File: config.mk
export PLATFORM = sky130hd
export DESIGN_NAME = smsw_ctrl
export DESIGN_NICKNAME = d
export VERILOG_FILES = /design/src/common/smsw_pkg.sv /design/src/design/smsw_sync.sv /design/src/design/smsw_ctrl.sv
export VERILOG_INCLUDE_DIRS = /design/src /design/src/common
export SDC_FILE = /design/constraint.sdc
export NUM_CORES = 1
export LEC_CHECK = 0
export BUFFER_PORTS_ARGS = -buffer_cell sky130_fd_sc_hd__clkbuf_2
export CORE_ASPECT_RATIO = 1.75
export CORE_MARGIN = 5
export CORE_UTILIZATION = 38
export CTS_BUF_LIST = sky130_fd_sc_hd__clkbuf_16
export DETAILED_ROUTE_END_ITERATION = 10
export GPL_TIMING_DRIVEN = 0
export PLACE_DENSITY = 0.62
export SYNTH_ARGS = -nofsm -noshare
export SYNTH_HDL_FRONTEND = slang
export SYNTH_SLANG_ARGS = --single-unit
File: constraint.sdc
create_clock -name clk_sys_i -period 2.1 [get_ports clk_sys_i]
set_clock_uncertainty 0.1 [all_clocks]
set_input_delay 0.105 -clock clk_sys_i [delete_from_list [all_inputs] [get_ports clk_sys_i]]
set_output_delay 0.105 -clock clk_sys_i [all_outputs]
set_load 0.02 [all_outputs]
File: src/common/smsw_map.svh
`ifndef SMSW_MAP_SVH
`define SMSW_MAP_SVH
// Function
// - sleep command takes effect only at the chip-select rising edge ending the frame.
// - entering sleep releases the active-low supply enable to high.
// - waking drives supply enable low; a falling edge on the shared line wakes this device.
// - switch change during a sleep frame keeps the device in normal mode.
// - a switch status command wakes a sleeping device; first data may be unsettled.
// - internal power-on reset returns to normal mode with default registers.
// - supply enable low throughout normal mode, high throughout sleep mode.
// - in sleep, closure on a wake-enabled input wakes and pulls enable low.
// - wake cause is recorded in a readable flag for the host.
// - chip-select falling edge during sleep returns device to normal mode.
// - power-up starts in normal mode with all switch inputs tri-stated.

// ----------------------------------------------------------------------
// frame and command layout
// ----------------------------------------------------------------------
`define SMSW_WORD_W      24
`define SMSW_CMD_MSB     23
`define SMSW_CMD_LSB     16
`define SMSW_CMD_SLEEP   8'h01
`define SMSW_CMD_STATUS  8'h00
`define SMSW_NUM_SW      22
`define SMSW_CAUSE_W     3
`define SMSW_CAUSE_NONE  3'h0
`define SMSW_CAUSE_SW    3'h1
`define SMSW_CAUSE_CS    3'h2
`define SMSW_CAUSE_LINE  3'h4
`endif

File: src/common/smsw_pkg.sv
`include "smsw_map.svh"
package smsw_pkg;
  typedef enum logic [1:0] {
    SMSW_NORMAL = 2'b01,
    SMSW_SLEEP  = 2'b10
  } smsw_mode_e;

  // synchronised serial pins travel together
  typedef struct packed {
    logic cs_n;
    logic sclk;
    logic mosi;
  } smsw_spi_s;

  typedef logic [`SMSW_WORD_W-1:0] smsw_word_t;
endpackage : smsw_pkg

File: src/design/smsw_sync.sv
// two-flop synchroniser bank for pins from outside the clock domain
module smsw_sync #(
  parameter int W = 1
) (
  input  wire logic         clk_sys_i,
  input  wire logic         rst_i,
  input  wire logic [W-1:0] d_i,
  input  wire logic [W-1:0] rst_val_i,
  output logic      [W-1:0] q_o
);
  logic [W-1:0] meta_r;

  // ----------------------------------------------------------------------
  // first stage feeds only the second
  // ----------------------------------------------------------------------
  genvar g;
  generate
    for (g = 0; g < W; g++) begin : g_bit
      always_ff @(posedge clk_sys_i) begin
        if (rst_i) begin
          // both stages start at the idle level so no false edge follows reset
          meta_r[g] <= rst_val_i[g];
          q_o[g]    <= rst_val_i[g];
        end else begin
          meta_r[g] <= d_i[g];
          q_o[g]    <= meta_r[g];
        end
      end
    end
  endgenerate
endmodule : smsw_sync

File: src/design/smsw_ctrl.sv
`include "smsw_map.svh"
// sleep and wake controller with serial shift path
module smsw_ctrl
  import smsw_pkg::*;
(
  input  wire logic                     clk_sys_i,
  input  wire logic                     rst_i,
  input  wire logic                     cs_n_i,
  input  wire logic                     sclk_i,
  input  wire logic                     mosi_i,
  output logic                          miso_o,
  input  wire logic [`SMSW_NUM_SW-1:0]  switch_i,
  input  wire logic [`SMSW_NUM_SW-1:0]  wake_en_i,
  input  wire logic                     wake_n_i,
  output logic                          wake_n_o,
  output logic                          wake_n_oe_o,
  output logic                          sleep_o,
  output logic                          tristate_all_o,
  output logic [`SMSW_CAUSE_W-1:0]      wake_cause_o,
  output logic                          cmd_valid_o,
  output logic [`SMSW_WORD_W-1:0]       cmd_word_o
);
  localparam int NS = `SMSW_NUM_SW + 3; // switches plus chip select, clock and wake line

  smsw_spi_s                 spi_s;
  logic [NS-1:0]             sync_q;
  logic [`SMSW_NUM_SW-1:0]   sw_q;
  logic                      wake_line_q;
  logic                      cs_d_r;
  logic                      sclk_d_r;
  logic [`SMSW_NUM_SW-1:0]   sw_d_r;
  smsw_mode_e                mode_r;
  smsw_word_t                shift_r;
  logic                      sw_chg_r;
  logic                      wake_d_r;
  logic                      frame_awake_r;
  logic                      cs_rise;
  logic                      cs_fall;
  logic                      sclk_rise;
  logic                      sclk_fall;
  logic                      sw_change;
  logic                      sw_wake;
  logic                      line_fall;
  logic [7:0]                cmd_code;

  // ----------------------------------------------------------------------
  // pin synchronisers
  // ----------------------------------------------------------------------
  smsw_sync #(.W(NS)) u_sync (
    .clk_sys_i (clk_sys_i),
    .rst_i     (rst_i),
    .d_i       ({cs_n_i, sclk_i, wake_n_i, switch_i}),
    .rst_val_i ({1'b1, 1'b0, 1'b1, {`SMSW_NUM_SW{1'b0}}}), // pin idle levels
    .q_o       (sync_q)
  );
  // mosi has a pair of its own; it is only read on a synchronised clock edge
  logic mosi_m_r;
  logic mosi_q_r;

  always_ff @(posedge clk_sys_i) begin
    if (rst_i) begin
      mosi_m_r <= 1'b0;
      mosi_q_r <= 1'b0;
    end else begin
      mosi_m_r <= mosi_i;
      mosi_q_r <= mosi_m_r;
    end
  end

  assign spi_s.cs_n  = sync_q[NS-1];
  assign spi_s.sclk  = sync_q[NS-2];
  assign spi_s.mosi  = mosi_q_r;
  assign wake_line_q = sync_q[`SMSW_NUM_SW];
  assign sw_q        = sync_q[`SMSW_NUM_SW-1:0];

  // decodes the command byte of a frame word
  function automatic logic [7:0] cmd_of(input smsw_word_t w);
    cmd_of = w[`SMSW_CMD_MSB:`SMSW_CMD_LSB];
  endfunction : cmd_of

  // ----------------------------------------------------------------------
  // edge detection on synchronised levels
  // ----------------------------------------------------------------------
  always_ff @(posedge clk_sys_i) begin
    if (rst_i) begin
      cs_d_r   <= 1'b1;
      sclk_d_r <= 1'b0;
      sw_d_r   <= '0;
      wake_d_r <= 1'b1;
    end else begin
      cs_d_r   <= spi_s.cs_n;
      sclk_d_r <= spi_s.sclk;
      sw_d_r   <= sw_q;
      wake_d_r <= wake_line_q;
    end
  end

  assign cs_rise   = spi_s.cs_n & ~cs_d_r;
  assign cs_fall   = ~spi_s.cs_n & cs_d_r;
  assign sclk_rise = spi_s.sclk & ~sclk_d_r & ~spi_s.cs_n;
  assign sclk_fall = ~spi_s.sclk & sclk_d_r & ~spi_s.cs_n;
  assign sw_change = |(sw_q ^ sw_d_r);
  // our own release lets the line rise; only a later fall means another device woke
  assign line_fall = ~wake_line_q & wake_d_r;
  // any level change counts, closing or opening; only wake-enabled inputs count
  assign sw_wake   = |((sw_q ^ sw_d_r) & wake_en_i);
  assign cmd_code  = cmd_of(shift_r);

  // ----------------------------------------------------------------------
  // shift register; any frame length works, 48 clocks load a pair
  // ----------------------------------------------------------------------
  always_ff @(posedge clk_sys_i) begin
    if (rst_i) begin
      shift_r <= '0;
    end else if (sclk_rise) begin
      shift_r <= {shift_r[`SMSW_WORD_W-2:0], spi_s.mosi};
    end
  end

  // output bit changes on falling sclk so the next device samples it stable
  always_ff @(posedge clk_sys_i) begin
    if (rst_i) begin
      miso_o <= 1'b0;
    end else if (sclk_fall) begin
      miso_o <= shift_r[`SMSW_WORD_W-1];
    end else if (cs_fall) begin
      miso_o <= shift_r[`SMSW_WORD_W-1];
    end
  end

  // ----------------------------------------------------------------------
  // switch change seen during a frame vetoes sleep entry
  // ----------------------------------------------------------------------
  always_ff @(posedge clk_sys_i) begin
    if (rst_i) begin
      sw_chg_r <= 1'b0;
    end else if (!spi_s.cs_n && sw_change) begin
      sw_chg_r <= 1'b1;
    end else if (cs_fall) begin
      sw_chg_r <= 1'b0; // a change in the opening cycle still wins
    end
  end

  // ----------------------------------------------------------------------
  // mode machine; power-on reset lands in normal
  // ----------------------------------------------------------------------
  always_ff @(posedge clk_sys_i) begin
    if (rst_i) begin
      mode_r <= SMSW_NORMAL;
    end else begin
      case (mode_r)
        SMSW_NORMAL: begin
          // decode only the word standing at the closing edge
          if (cs_rise && cmd_code == `SMSW_CMD_SLEEP && !sw_chg_r && !sw_change) begin
            mode_r <= SMSW_SLEEP;
          end
        end
        SMSW_SLEEP: begin
          // status access also begins with a falling chip select
          if (sw_wake || cs_fall || line_fall) begin
            mode_r <= SMSW_NORMAL;
          end
        end
        default: mode_r <= SMSW_NORMAL;
      endcase
    end
  end

  // ----------------------------------------------------------------------
  // supply enable: low in normal, released in sleep
  // ----------------------------------------------------------------------
  always_ff @(posedge clk_sys_i) begin
    if (rst_i) begin
      wake_n_o    <= 1'b0;
      wake_n_oe_o <= 1'b1;
      sleep_o     <= 1'b0;
    end else begin
      wake_n_o    <= 1'b0;
      wake_n_oe_o <= (mode_r == SMSW_NORMAL);
      sleep_o     <= (mode_r == SMSW_SLEEP);
    end
  end

  // ----------------------------------------------------------------------
  // wake cause flag, cleared when a status frame opened in normal mode closes
  // ----------------------------------------------------------------------
  // the waking frame must not clear the cause, or the host could never read it
  always_ff @(posedge clk_sys_i) begin
    if (rst_i) begin
      frame_awake_r <= 1'b0;
    end else if (cs_fall) begin
      frame_awake_r <= (mode_r == SMSW_NORMAL);
    end
  end

  always_ff @(posedge clk_sys_i) begin
    if (rst_i) begin
      wake_cause_o <= `SMSW_CAUSE_NONE;
    end else if (mode_r == SMSW_SLEEP) begin
      if (sw_wake) begin
        wake_cause_o <= `SMSW_CAUSE_SW;
      end else if (cs_fall) begin
        wake_cause_o <= `SMSW_CAUSE_CS;
      end else if (line_fall) begin
        wake_cause_o <= `SMSW_CAUSE_LINE;
      end
    end else if (cs_rise && frame_awake_r && cmd_code == `SMSW_CMD_STATUS) begin
      wake_cause_o <= `SMSW_CAUSE_NONE;
    end
  end

  // ----------------------------------------------------------------------
  // decoded word handed on; inputs tri-stated until first command
  // ----------------------------------------------------------------------
  always_ff @(posedge clk_sys_i) begin
    if (rst_i) begin
      cmd_valid_o    <= 1'b0;
      cmd_word_o     <= '0;
      tristate_all_o <= 1'b1;
    end else begin
      cmd_valid_o <= cs_rise;
      if (cs_rise) begin
        cmd_word_o     <= shift_r;
        tristate_all_o <= 1'b0;
      end
    end
  end
endmodule : smsw_ctrl

==> impl_metrics.env, run 1 <==
export IMPL_fp_dieW_um=93.2
export IMPL_start_util_pct=38.5
export IMPL_overflow=0
export IMPL_cts_max_level=4
export IMPL_ys_ff_latch=137
export IMPL_met1_usage_pct=14.5
export IMPL_fmax_mhz=520
export IMPL_pwr_share_clk_pct=49.5
export IMPL_yosysMostFrequentCell="dfxtp_1"
export IMPL_synth_top_cell_by_area="dfxtp_1"
export IMPL_p_seq_share_pct=45.6
export IMPL_syn_inst=480
export IMPL_drc=0
export IMPL_grt_max_degree=17
export IMPL_rows=53
export IMPL_setup_tns_ps=0
export IMPL_met2_usage_pct=27.5
export IMPL_busiest_layer="met2"
export IMPL_worst_pin_slew_ps=664
export IMPL_netlist_top_cells_count="dfxtp_1, nand2_1, nor2b_1"
export IMPL_cts_buffers=17
export IMPL_place_congestion=0.808
export IMPL_met3_usage_pct=3.96
export IMPL_drive_gt1_share_pct=20.2
export IMPL_grt_pass1_wl_um=16300
export IMPL_vias=3455
export IMPL_outcome="complete, no violations"
export IMPL_ys_types=40
export IMPL_max_vdd_ir_drop_uv=644
export IMPL_worst_setup_path_end_kind="flip-flop"
export IMPL_p_comb_share_pct=4.9
export IMPL_drt_pass1_iter_count=4
export IMPL_synth_area_leaders="dfxtp_1, nor2b_1, nand2_1"
export IMPL_synth_cell_area_mm2=0.00460
export IMPL_ant_nets=0
export IMPL_syn_nets=530
export IMPL_diodes=0
export IMPL_grt_usage_pct=14.6
export IMPL_cp_required_ps=2300
export IMPL_cts_num_sinks=137
export IMPL_post_cts_buffers=0
export IMPL_p_sw_share_pct=21.0
export IMPL_path_class="reg -> reg"
export IMPL_async_flop_share_pct=0
export IMPL_portBuffers=81
export IMPL_internal_power_mw=4.65
export IMPL_synth_top_cell_area_share_pct=59.6
export IMPL_insertion_delay_ps=410
export IMPL_cap_violations=0
export IMPL_antenna_found_initial=0
export IMPL_leakage_nw=2.48
export IMPL_grt_pass1_vias=3455
export IMPL_rsz0062_at_grt="false"
export IMPL_io_pins=83
export IMPL_dieArea_mm2=0.0145
export IMPL_core_area_mm2=0.0119
export IMPL_yosys_warnings=0
export IMPL_synth_edf_count=0
export IMPL_synth_ff_type="dfxtp_1"
export IMPL_post_drt_via_cell_ratio=4.58
export IMPL_critPathMaxFanout=3
export IMPL_hold_viol_final=0
export IMPL_timing_final_max_slew_violations=0
export IMPL_start_kind="flip-flop"
export IMPL_ys_seq_area_share_pct=59.6
export IMPL_cts_max_path_buffers=2
export IMPL_p_per_area_mw_per_mm2=977
export IMPL_min_period_ps=1920
export IMPL_avgSynthCellArea_um2=9.58
export IMPL_cts_tree="yes"
export IMPL_hold_path_class="in -> reg"
export IMPL_dieHeight_um=156
export IMPL_synthToLayoutAreaGrowth_pct=31.1
export IMPL_cp_arrival_ps=2120
export IMPL_fin_nets=656
export IMPL_hpwl_um=7260
export IMPL_slew_headroom_pct=55.4
export IMPL_setup_viol=0
export IMPL_path_clk_slew_ps=60
export IMPL_power_mw=5.89
export IMPL_preCtsSetupSlack_ps=125
export IMPL_timing_final_ws_setup_ps=177
export IMPL_root_buffer="clkbuf_16"
export IMPL_fin_crit_sh_pct=91.6
export IMPL_drtIter0Drc=101
export IMPL_wirelength_um=9790
export IMPL_wire_per_inst_um=13.0
export IMPL_p_switching_mw=1.24
-- registers in the layout, indices dropped and copies added, names as in the netlist, 2 cells and up --
signal	cells
mode_r	2
cmd_word_o	24
u_sync.meta_r	25
shift_r	24
sw_d_r	22
u_sync.q_o	25
wake_cause_o	3
-- worst paths after layout --
check / from / to / slack, ps / cells after the start
max: sw_d_r[19]$_SDFF_PP0_ / mode_r[0]$_SDFFE_PP1P_ / 180 / 5
min: rst_i / mode_r[1]$_SDFFE_PP0P_ / 50 / 4
max reg2reg: sw_d_r[19]$_SDFF_PP0_ / mode_r[0]$_SDFFE_PP1P_ / 180 / 5
min reg2reg: u_sync.meta_r[24]$_SDFF_PP1_ / u_sync.q_o[24]$_SDFF_PP1_ / 310 / 1
-- per-layer routing --
metal,vias to the layer above,wire [µm]
met2,77,5430
met3,15,451
li1,1813,-
met1,1550,3720
met4,0,184
met5,-,0
-- cell type report --
type / instances / area (µm²)
clock inverter: 14 / 159
tap: 137 / 171
buffer: 27 / 106
clock buffer: 17 / 425
inverter: 4 / 15.0
fill: 1121 / 5910
multi-input combinational: 312 / 1740
timing repair buffer: 107 / 666
sequential: 137 / 2740
-- cell families (layout without fill, tap and decap cells) --
| kind of cell | Yosys count | after routing | synth area share [%] |
|---|---|---|---|
| flops | 137 | 137 | 59.6 |
| xor+xnor | 22 | 22 | 4.19 |
| simple gates | 216 | 216 | 23.8 |
| other cells | 1 | 1 | 0.0815 |
| buf+inv | 31 | 169 | 2.64 |
| compound gates | 73 | 73 | 9.68 |
-- placed cells by master (no fill, tap or decap), drive strengths merged, types with 3 or more instances in the layout --
master / instances
dfxtp: 137
nand4: 3
clkinv: 6
xor2: 20
dlygate4sd3: 26
nor3: 3
nand2: 101
nor4: 7
or2: 6
a21oi: 52
a22oi: 9
nor2: 7
nor2b: 72
bufinv: 3
nand3: 3
inv: 7
clkbuf: 119
nand2b: 7
buf: 6
-- timing repair --
item,CTS,global route
hold endpoints to repair,26,0
hold buffers,26,0
setup endpoints to repair,0,1
resized for setup,0,1
-- power groups by stage --
stage,sequential (mW),clock (mW),combinational (mW)
final,2.69,2.92,0.286
after global routing,2.69,3.09,0.320
after CTS,2.69,2.97,0.290
after detailed placement,2.74,0,0.252
after global placement,2.74,0,0.248
after floorplan,2.74,0,0.152
-- critical path, stage by stage, from the launching register on --
cell and delay (ps):
dfxtp_1 320, xnor2_2 190, a2bb2oi_1 210, nand4_1 170, or4b_4 600, o2bb2a_4 230
-- through the flow --
step / hold slack, ps / util (%) / instance area (µm²) / std cells
3_3_place_gp: 194 / 43.4 / 5180 / 698
2_1_floorplan: 109 / - / 4600 / 480
3_5_place_dp: 195 / 43.4 / 5180 / 698
6_report: 53.2 / 50.5 / 6030 / 755
4_1_cts: 36.1 / 50.5 / 6020 / 755
5_1_grt: 69.3 / 50.5 / 6030 / 755
No activity file was read; power rests on OpenSTA's default activity.
==> inputs of run 2 (changes only) <==
- CELL_PAD_IN_SITES_DETAIL_PLACEMENT: unset -> 1
- CELL_PAD_IN_SITES_GLOBAL_PLACEMENT: unset -> 1
- PLACE_DENSITY: 0.62 -> 0.79
==> impl_metrics.env, run 2 (synthesis results as in run 1) <==
export IMPL_timing_final_ws_setup_ps=82.7
export IMPL_leakage_nw=2.45
export IMPL_outcome="complete, no violations"
export IMPL_io_pins=83
export IMPL_min_period_ps=2020
export IMPL_rows=53
export IMPL_cts_max_path_buffers=2
export IMPL_cp_required_ps=2310
export IMPL_met2_usage_pct=33.3
export IMPL_fin_crit_sh_pct=96.1
export IMPL_reg2reg_depth=5
export IMPL_mostFrequentLayoutCell="dfxtp_1"
export IMPL_post_cts_buffers=0
export IMPL_fmax_mhz=496
export IMPL_setup_viol=0
export IMPL_worst_setup_path_end_kind="flip-flop"
export IMPL_vias=3664
export IMPL_antenna_found_initial=0
export IMPL_max_vdd_ir_drop_uv=655
export IMPL_start_util_pct=38.5
export IMPL_diodes=0
export IMPL_cp_arrival_ps=2230
export IMPL_rrSetupSlack_ps=80
export IMPL_final_cell_mix="dfxtp_1, nand2_1, clkbuf_2"
export IMPL_overflow=0
export IMPL_drive_gt1_share_pct=20.4
export IMPL_drc=0
export IMPL_grt_max_degree=17
export IMPL_setup_tns_ps=0
export IMPL_path_clk_slew_ps=60
export IMPL_start_kind="flip-flop"
export IMPL_root_buffer="clkbuf_16"
export IMPL_wirelength_um=11900
export IMPL_worst_pin_slew_ps=606
export IMPL_grt_usage_pct=17.3
export IMPL_fin_nets=656
export IMPL_core_area_mm2=0.0119
export IMPL_largest_registers="u_sync.meta_r (25), u_sync.q_o (25)"
export IMPL_cts_tree="yes"
export IMPL_rsz0062_at_grt="false"
export IMPL_drtIter0Drc=66
export IMPL_insertion_delay_ps=410
export IMPL_path_class="reg -> reg"
export IMPL_ant_nets=0
export IMPL_synthToLayoutAreaGrowth_pct=30.3
export IMPL_cts_max_level=4
export IMPL_cap_violations=0
export IMPL_critPathMaxFanout=3
export IMPL_met1_usage_pct=16.5
export IMPL_dieArea_mm2=0.0145
export IMPL_cts_buffers=17
export IMPL_wire_per_inst_um=15.7
export IMPL_hpwl_um=8280
export IMPL_slew_headroom_pct=59.3
export IMPL_drt_pass1_iter_count=4
export IMPL_met3_usage_pct=4.44
export IMPL_busiest_layer="met2"
export IMPL_fp_dieW_um=93.2
export IMPL_cts_num_sinks=137
export IMPL_portBuffers=81
export IMPL_hold_path_class="in -> reg"
export IMPL_preCtsSetupSlack_ps=123
export IMPL_hold_slack_ps=78.5
export IMPL_min_path_cells=4
export IMPL_post_drt_via_cell_ratio=4.85
export IMPL_grt_pass1_vias=3988
export IMPL_hold_viol_final=0
export IMPL_place_congestion=0.763
export IMPL_timing_final_max_slew_violations=0
export IMPL_p_per_area_mw_per_mm2=961
export IMPL_grt_pass1_wl_um=19200
export IMPL_dieHeight_um=156
-- run 2: cell count changes in the layout (fill, tap and decap cells not counted), sizes merged --
| cell | change |
|---|---|
| clkinvlp | +1 |
| clkinv | +2 |
| bufinv | -2 |
-- run 2: final cells by class --
class,count,area [µm²]
flip-flops and latches,137,2740
inverters,4,15.0
clock inverters,15,128
repair buffers,107,666
well taps,137,171
fillers,1371,5940
plain buffers,27,106
multi-input cells,312,1740
clock buffers,17,425
-- run 2: worst paths after layout --
| path | to | startpoint |
|---|---|---|
| worst max register to register | mode_r[0]$_SDFFE_PP1P_ | sw_d_r[19]$_SDFF_PP0_ |
| worst max-delay path | mode_r[0]$_SDFFE_PP1P_ | sw_d_r[19]$_SDFF_PP0_ |
| worst min register to register | u_sync.q_o[24]$_SDFF_PP1_ | u_sync.meta_r[24]$_SDFF_PP1_ |
| worst min-delay path | mode_r[1]$_SDFFE_PP0P_ | rst_i |
-- run 2: worst max-delay path: stages (launching register included) --
cell and delay [ps]:
dfxtp_1 310, xnor2_1 240, a2bb2oi_1 240, nand4_1 180, or4b_4 610, o2bb2a_4 230
-- run 2: routing by layer --
| layer | vias up | wire length, µm |
|---|---|---|
| met1 | 1735 | 4350 |
| li1 | 1813 | - |
| met2 | 89 | 6770 |
| met4 | 0 | 365 |
| met3 | 27 | 410 |
| met5 | - | 0 |
-- run 2: where the power goes --
group          switching (mW)  total (mW)  internal [mW]
combinational           0.161       0.303          0.142
clock                    1.14        2.77           1.63
sequential             0.0271        2.69           2.66
total                    1.33        5.76           4.43
-- run 2: per-stage QoR --
step	total power [mW]	cell area (µm²)	cells	util (%)
after global placement	2.99	5180	698	43.4
final	5.76	5990	756	50.2
after CTS	5.81	5990	756	50.2
after detailed placement	3.00	5180	698	43.4
after floorplan	2.89	4600	480	-
after global routing	5.97	5990	756	50.2
-- run 2: what timing repair did --
item	in CTS	in global routing
resized for setup	0	1
hold buffers	26	0
hold endpoints to repair	26	0
setup endpoints to repair	0	1
==> inputs of run 3 (changes only) <==
- ABC_AREA: unset -> 1
- PLACE_DENSITY: 0.79 -> 0.82
==> impl_metrics.env, run 3 <==
export IMPL_cts_buffers=17
export IMPL_diodes=0
export IMPL_p_per_area_mw_per_mm2=943
export IMPL_ys_ff_latch=137
export IMPL_dieHeight_um=160
export IMPL_synth_area_leaders="dfxtp_1, inv_1, nand2_1"
export IMPL_overflow=0
export IMPL_yosys_warnings=0
export IMPL_fp_dieW_um=95.8
export IMPL_placed_area_mm2=0.00551
export IMPL_cp_slowest_stage_delay_ps=400
export IMPL_path_clk_slew_ps=50
export IMPL_place_congestion=0.851
export IMPL_hpwl_um=9500
export IMPL_cp_required_ps=2280
export IMPL_min_path_cells=9
export IMPL_wirelength_um=13100
export IMPL_post_cts_buffers=0
export IMPL_cap_violations=0
export IMPL_start_util_pct=38.3
export IMPL_cts_hold_buf=27
export IMPL_drive_gt1_share_pct=18.0
export IMPL_synthToLayoutAreaGrowth_pct=29.6
export IMPL_synth_edf_count=0
export IMPL_io_pins=83
export IMPL_worst_setup_path_end_kind="flip-flop"
export IMPL_critPathLaunch="u_sync.q_o[24]$_SDFF_PP1_"
export IMPL_async_flop_share_pct=0
export IMPL_cp_num_cells=5
export IMPL_synth_ff_type="dfxtp_1"
export IMPL_syn_inst=635
export IMPL_hold_path_startpoint="wake_en_i[11]"
export IMPL_rows=55
export IMPL_drc=0
export IMPL_vias=4345
export IMPL_cts_num_sinks=137
export IMPL_largest_registers="u_sync.meta_r (25), u_sync.q_o (25)"
export IMPL_slew_headroom_pct=55.2
export IMPL_slowest_stage="clkbuf_1"
export IMPL_mostFrequentLayoutCell="dfxtp_1"
export IMPL_worst_pin_slew_ps=672
export IMPL_synth_top_cell_area_share_pct=56.0
export IMPL_critPathTopFamily="buffers and inverters"
export IMPL_final_area_mm2=0.00635
export IMPL_rrSetupSlack_ps=500
export IMPL_cp_arrival_ps=1770
export IMPL_num_fill_cells=1621
export IMPL_root_buffer="clkbuf_16"
export IMPL_grt_max_degree=17
export IMPL_rsz0062_at_grt="false"
export IMPL_drt_pass1_iter_count=4
export IMPL_leakage_nw=2.98
export IMPL_setup_viol=0
export IMPL_hold_viol_final=0
export IMPL_synth_top_cell_by_area="dfxtp_1"
export IMPL_core_area_mm2=0.0128
export IMPL_cts_max_level=4
export IMPL_yosysMostFrequentCell="dfxtp_1"
export IMPL_grt_usage_pct=18.6
export IMPL_drtIter0Drc=109
export IMPL_syn_nets=685
export IMPL_critPathMaxFanout=10
export IMPL_ys_types=27
export IMPL_grt_pass1_wl_um=22200
export IMPL_insertion_delay_ps=410
export IMPL_fin_nets=811
export IMPL_worst_r2r_startpoint="u_sync.q_o[24]$_SDFF_PP1_"
export IMPL_path_class="reg -> reg"
export IMPL_dieArea_mm2=0.0154
export IMPL_cp_cell_sequence="nand2_1 > inv_1 > buf_2 > clkbuf_1 > a21oi_1"
export IMPL_netlist_top_cells_count="dfxtp_1, inv_1, nand2_1, nor2_1"
export IMPL_antenna_found_initial=0
export IMPL_grt_pass1_vias=4978
export IMPL_reg2reg_depth=5
export IMPL_final_cell_mix="dfxtp_1, inv_1, nor2_1, nand2_1, clkbuf_2"
export IMPL_portBuffers=80
export IMPL_cts_resized=0
export IMPL_ant_nets=0
export IMPL_ys_seq_area_share_pct=56.0
export IMPL_avgSynthCellArea_um2=7.72
export IMPL_setup_tns_ps=0
export IMPL_cts_max_path_buffers=2
export IMPL_outcome="complete, no violations"
export IMPL_fmax_mhz=625
export IMPL_cts_tree="yes"
export IMPL_wire_per_inst_um=13.9
export IMPL_fin_crit_sh_pct=76.2
export IMPL_max_vdd_ir_drop_uv=600
export IMPL_synth_cell_area_mm2=0.00490
export IMPL_hold_path_class="in -> reg"
export IMPL_min_period_ps=1600
export IMPL_worst_path_buf_inv=3
export IMPL_post_drt_via_cell_ratio=4.60
export IMPL_start_kind="flip-flop"
export IMPL_timing_final_max_slew_violations=0
run 3: tightest hold or removal path, stage by stage:
cell and delay (ps):
clkbuf_2 80, nand3_1 70, nand2_1 60, nor2_1 40, nand2_1 70, nor2_2 50
nand4_2 90, a21oi_1 80, nor2_1 70
run 3: kinds of logic (layout without fill, tap and decap cells):
| logic type | after synthesis | after routing | synth area share, % |
|---|---|---|---|
| and+or+nand+nor | 230 | 230 | 20.0 |
| DFF | 137 | 137 | 56.0 |
| AOI/OAI and AO/OA | 105 | 105 | 11.0 |
| other | 1 | 1 | 0.0765 |
| buffers and inverters | 162 | 300 | 12.9 |
run 3: layout make-up:
type	instances	area, µm²	share of cell area [%]
repair buffers	107	671	10.6
clock inverters	14	139	2.19
well taps	171	214	3.37
multi-input cells	336	1520	24.0
flip-flops and latches	137	2740	43.2
clock buffers	17	425	6.70
plain buffers	26	123	1.93
inverters	136	510	8.04
run 3: power breakdown:
part	internal, mW	leakage (nW)	total, mW	switching [mW]
clock network	1.82	0.279	2.86	1.04
registers	2.69	1.12	2.72	0.0368
logic	0.166	1.58	0.403	0.237
total	4.67	2.98	5.99	1.31
run 3: worst paths after layout:
check,to
max,cmd_word_o[22]$_SDFFE_PP0P_
min,wake_cause_o[2]$_SDFFE_PP0P_
max reg2reg,cmd_word_o[22]$_SDFFE_PP0P_
min reg2reg,u_sync.q_o[2]$_SDFF_PP0_
run 3: metal layers:
layer  vias to the layer above  wire length (µm)  global-route usage, %
met5                         -                 0                      0
met4                         0               308                   7.51
met3                        24               481                   4.10
met2                        88              7880                   38.1
met1                      2060              4420                   16.3
li1                       2173                 -                      -
run 3: metrics by stage:
stage / util [%] / cells / hold slack, ps / setup WS (ps) / total power [mW]
4_1_cts: 49.6 / 944 / 230 / 470 / 6.07
5_1_grt: 49.6 / 944 / 299 / 362 / 6.24
3_5_place_dp: 43.1 / 886 / 204 / 487 / 3.14
3_3_place_gp: 43.1 / 886 / 196 / 534 / 3.12
6_report: 49.6 / 944 / 236 / 501 / 5.99
2_1_floorplan: - / 635 / 109 / 813 / 3.00
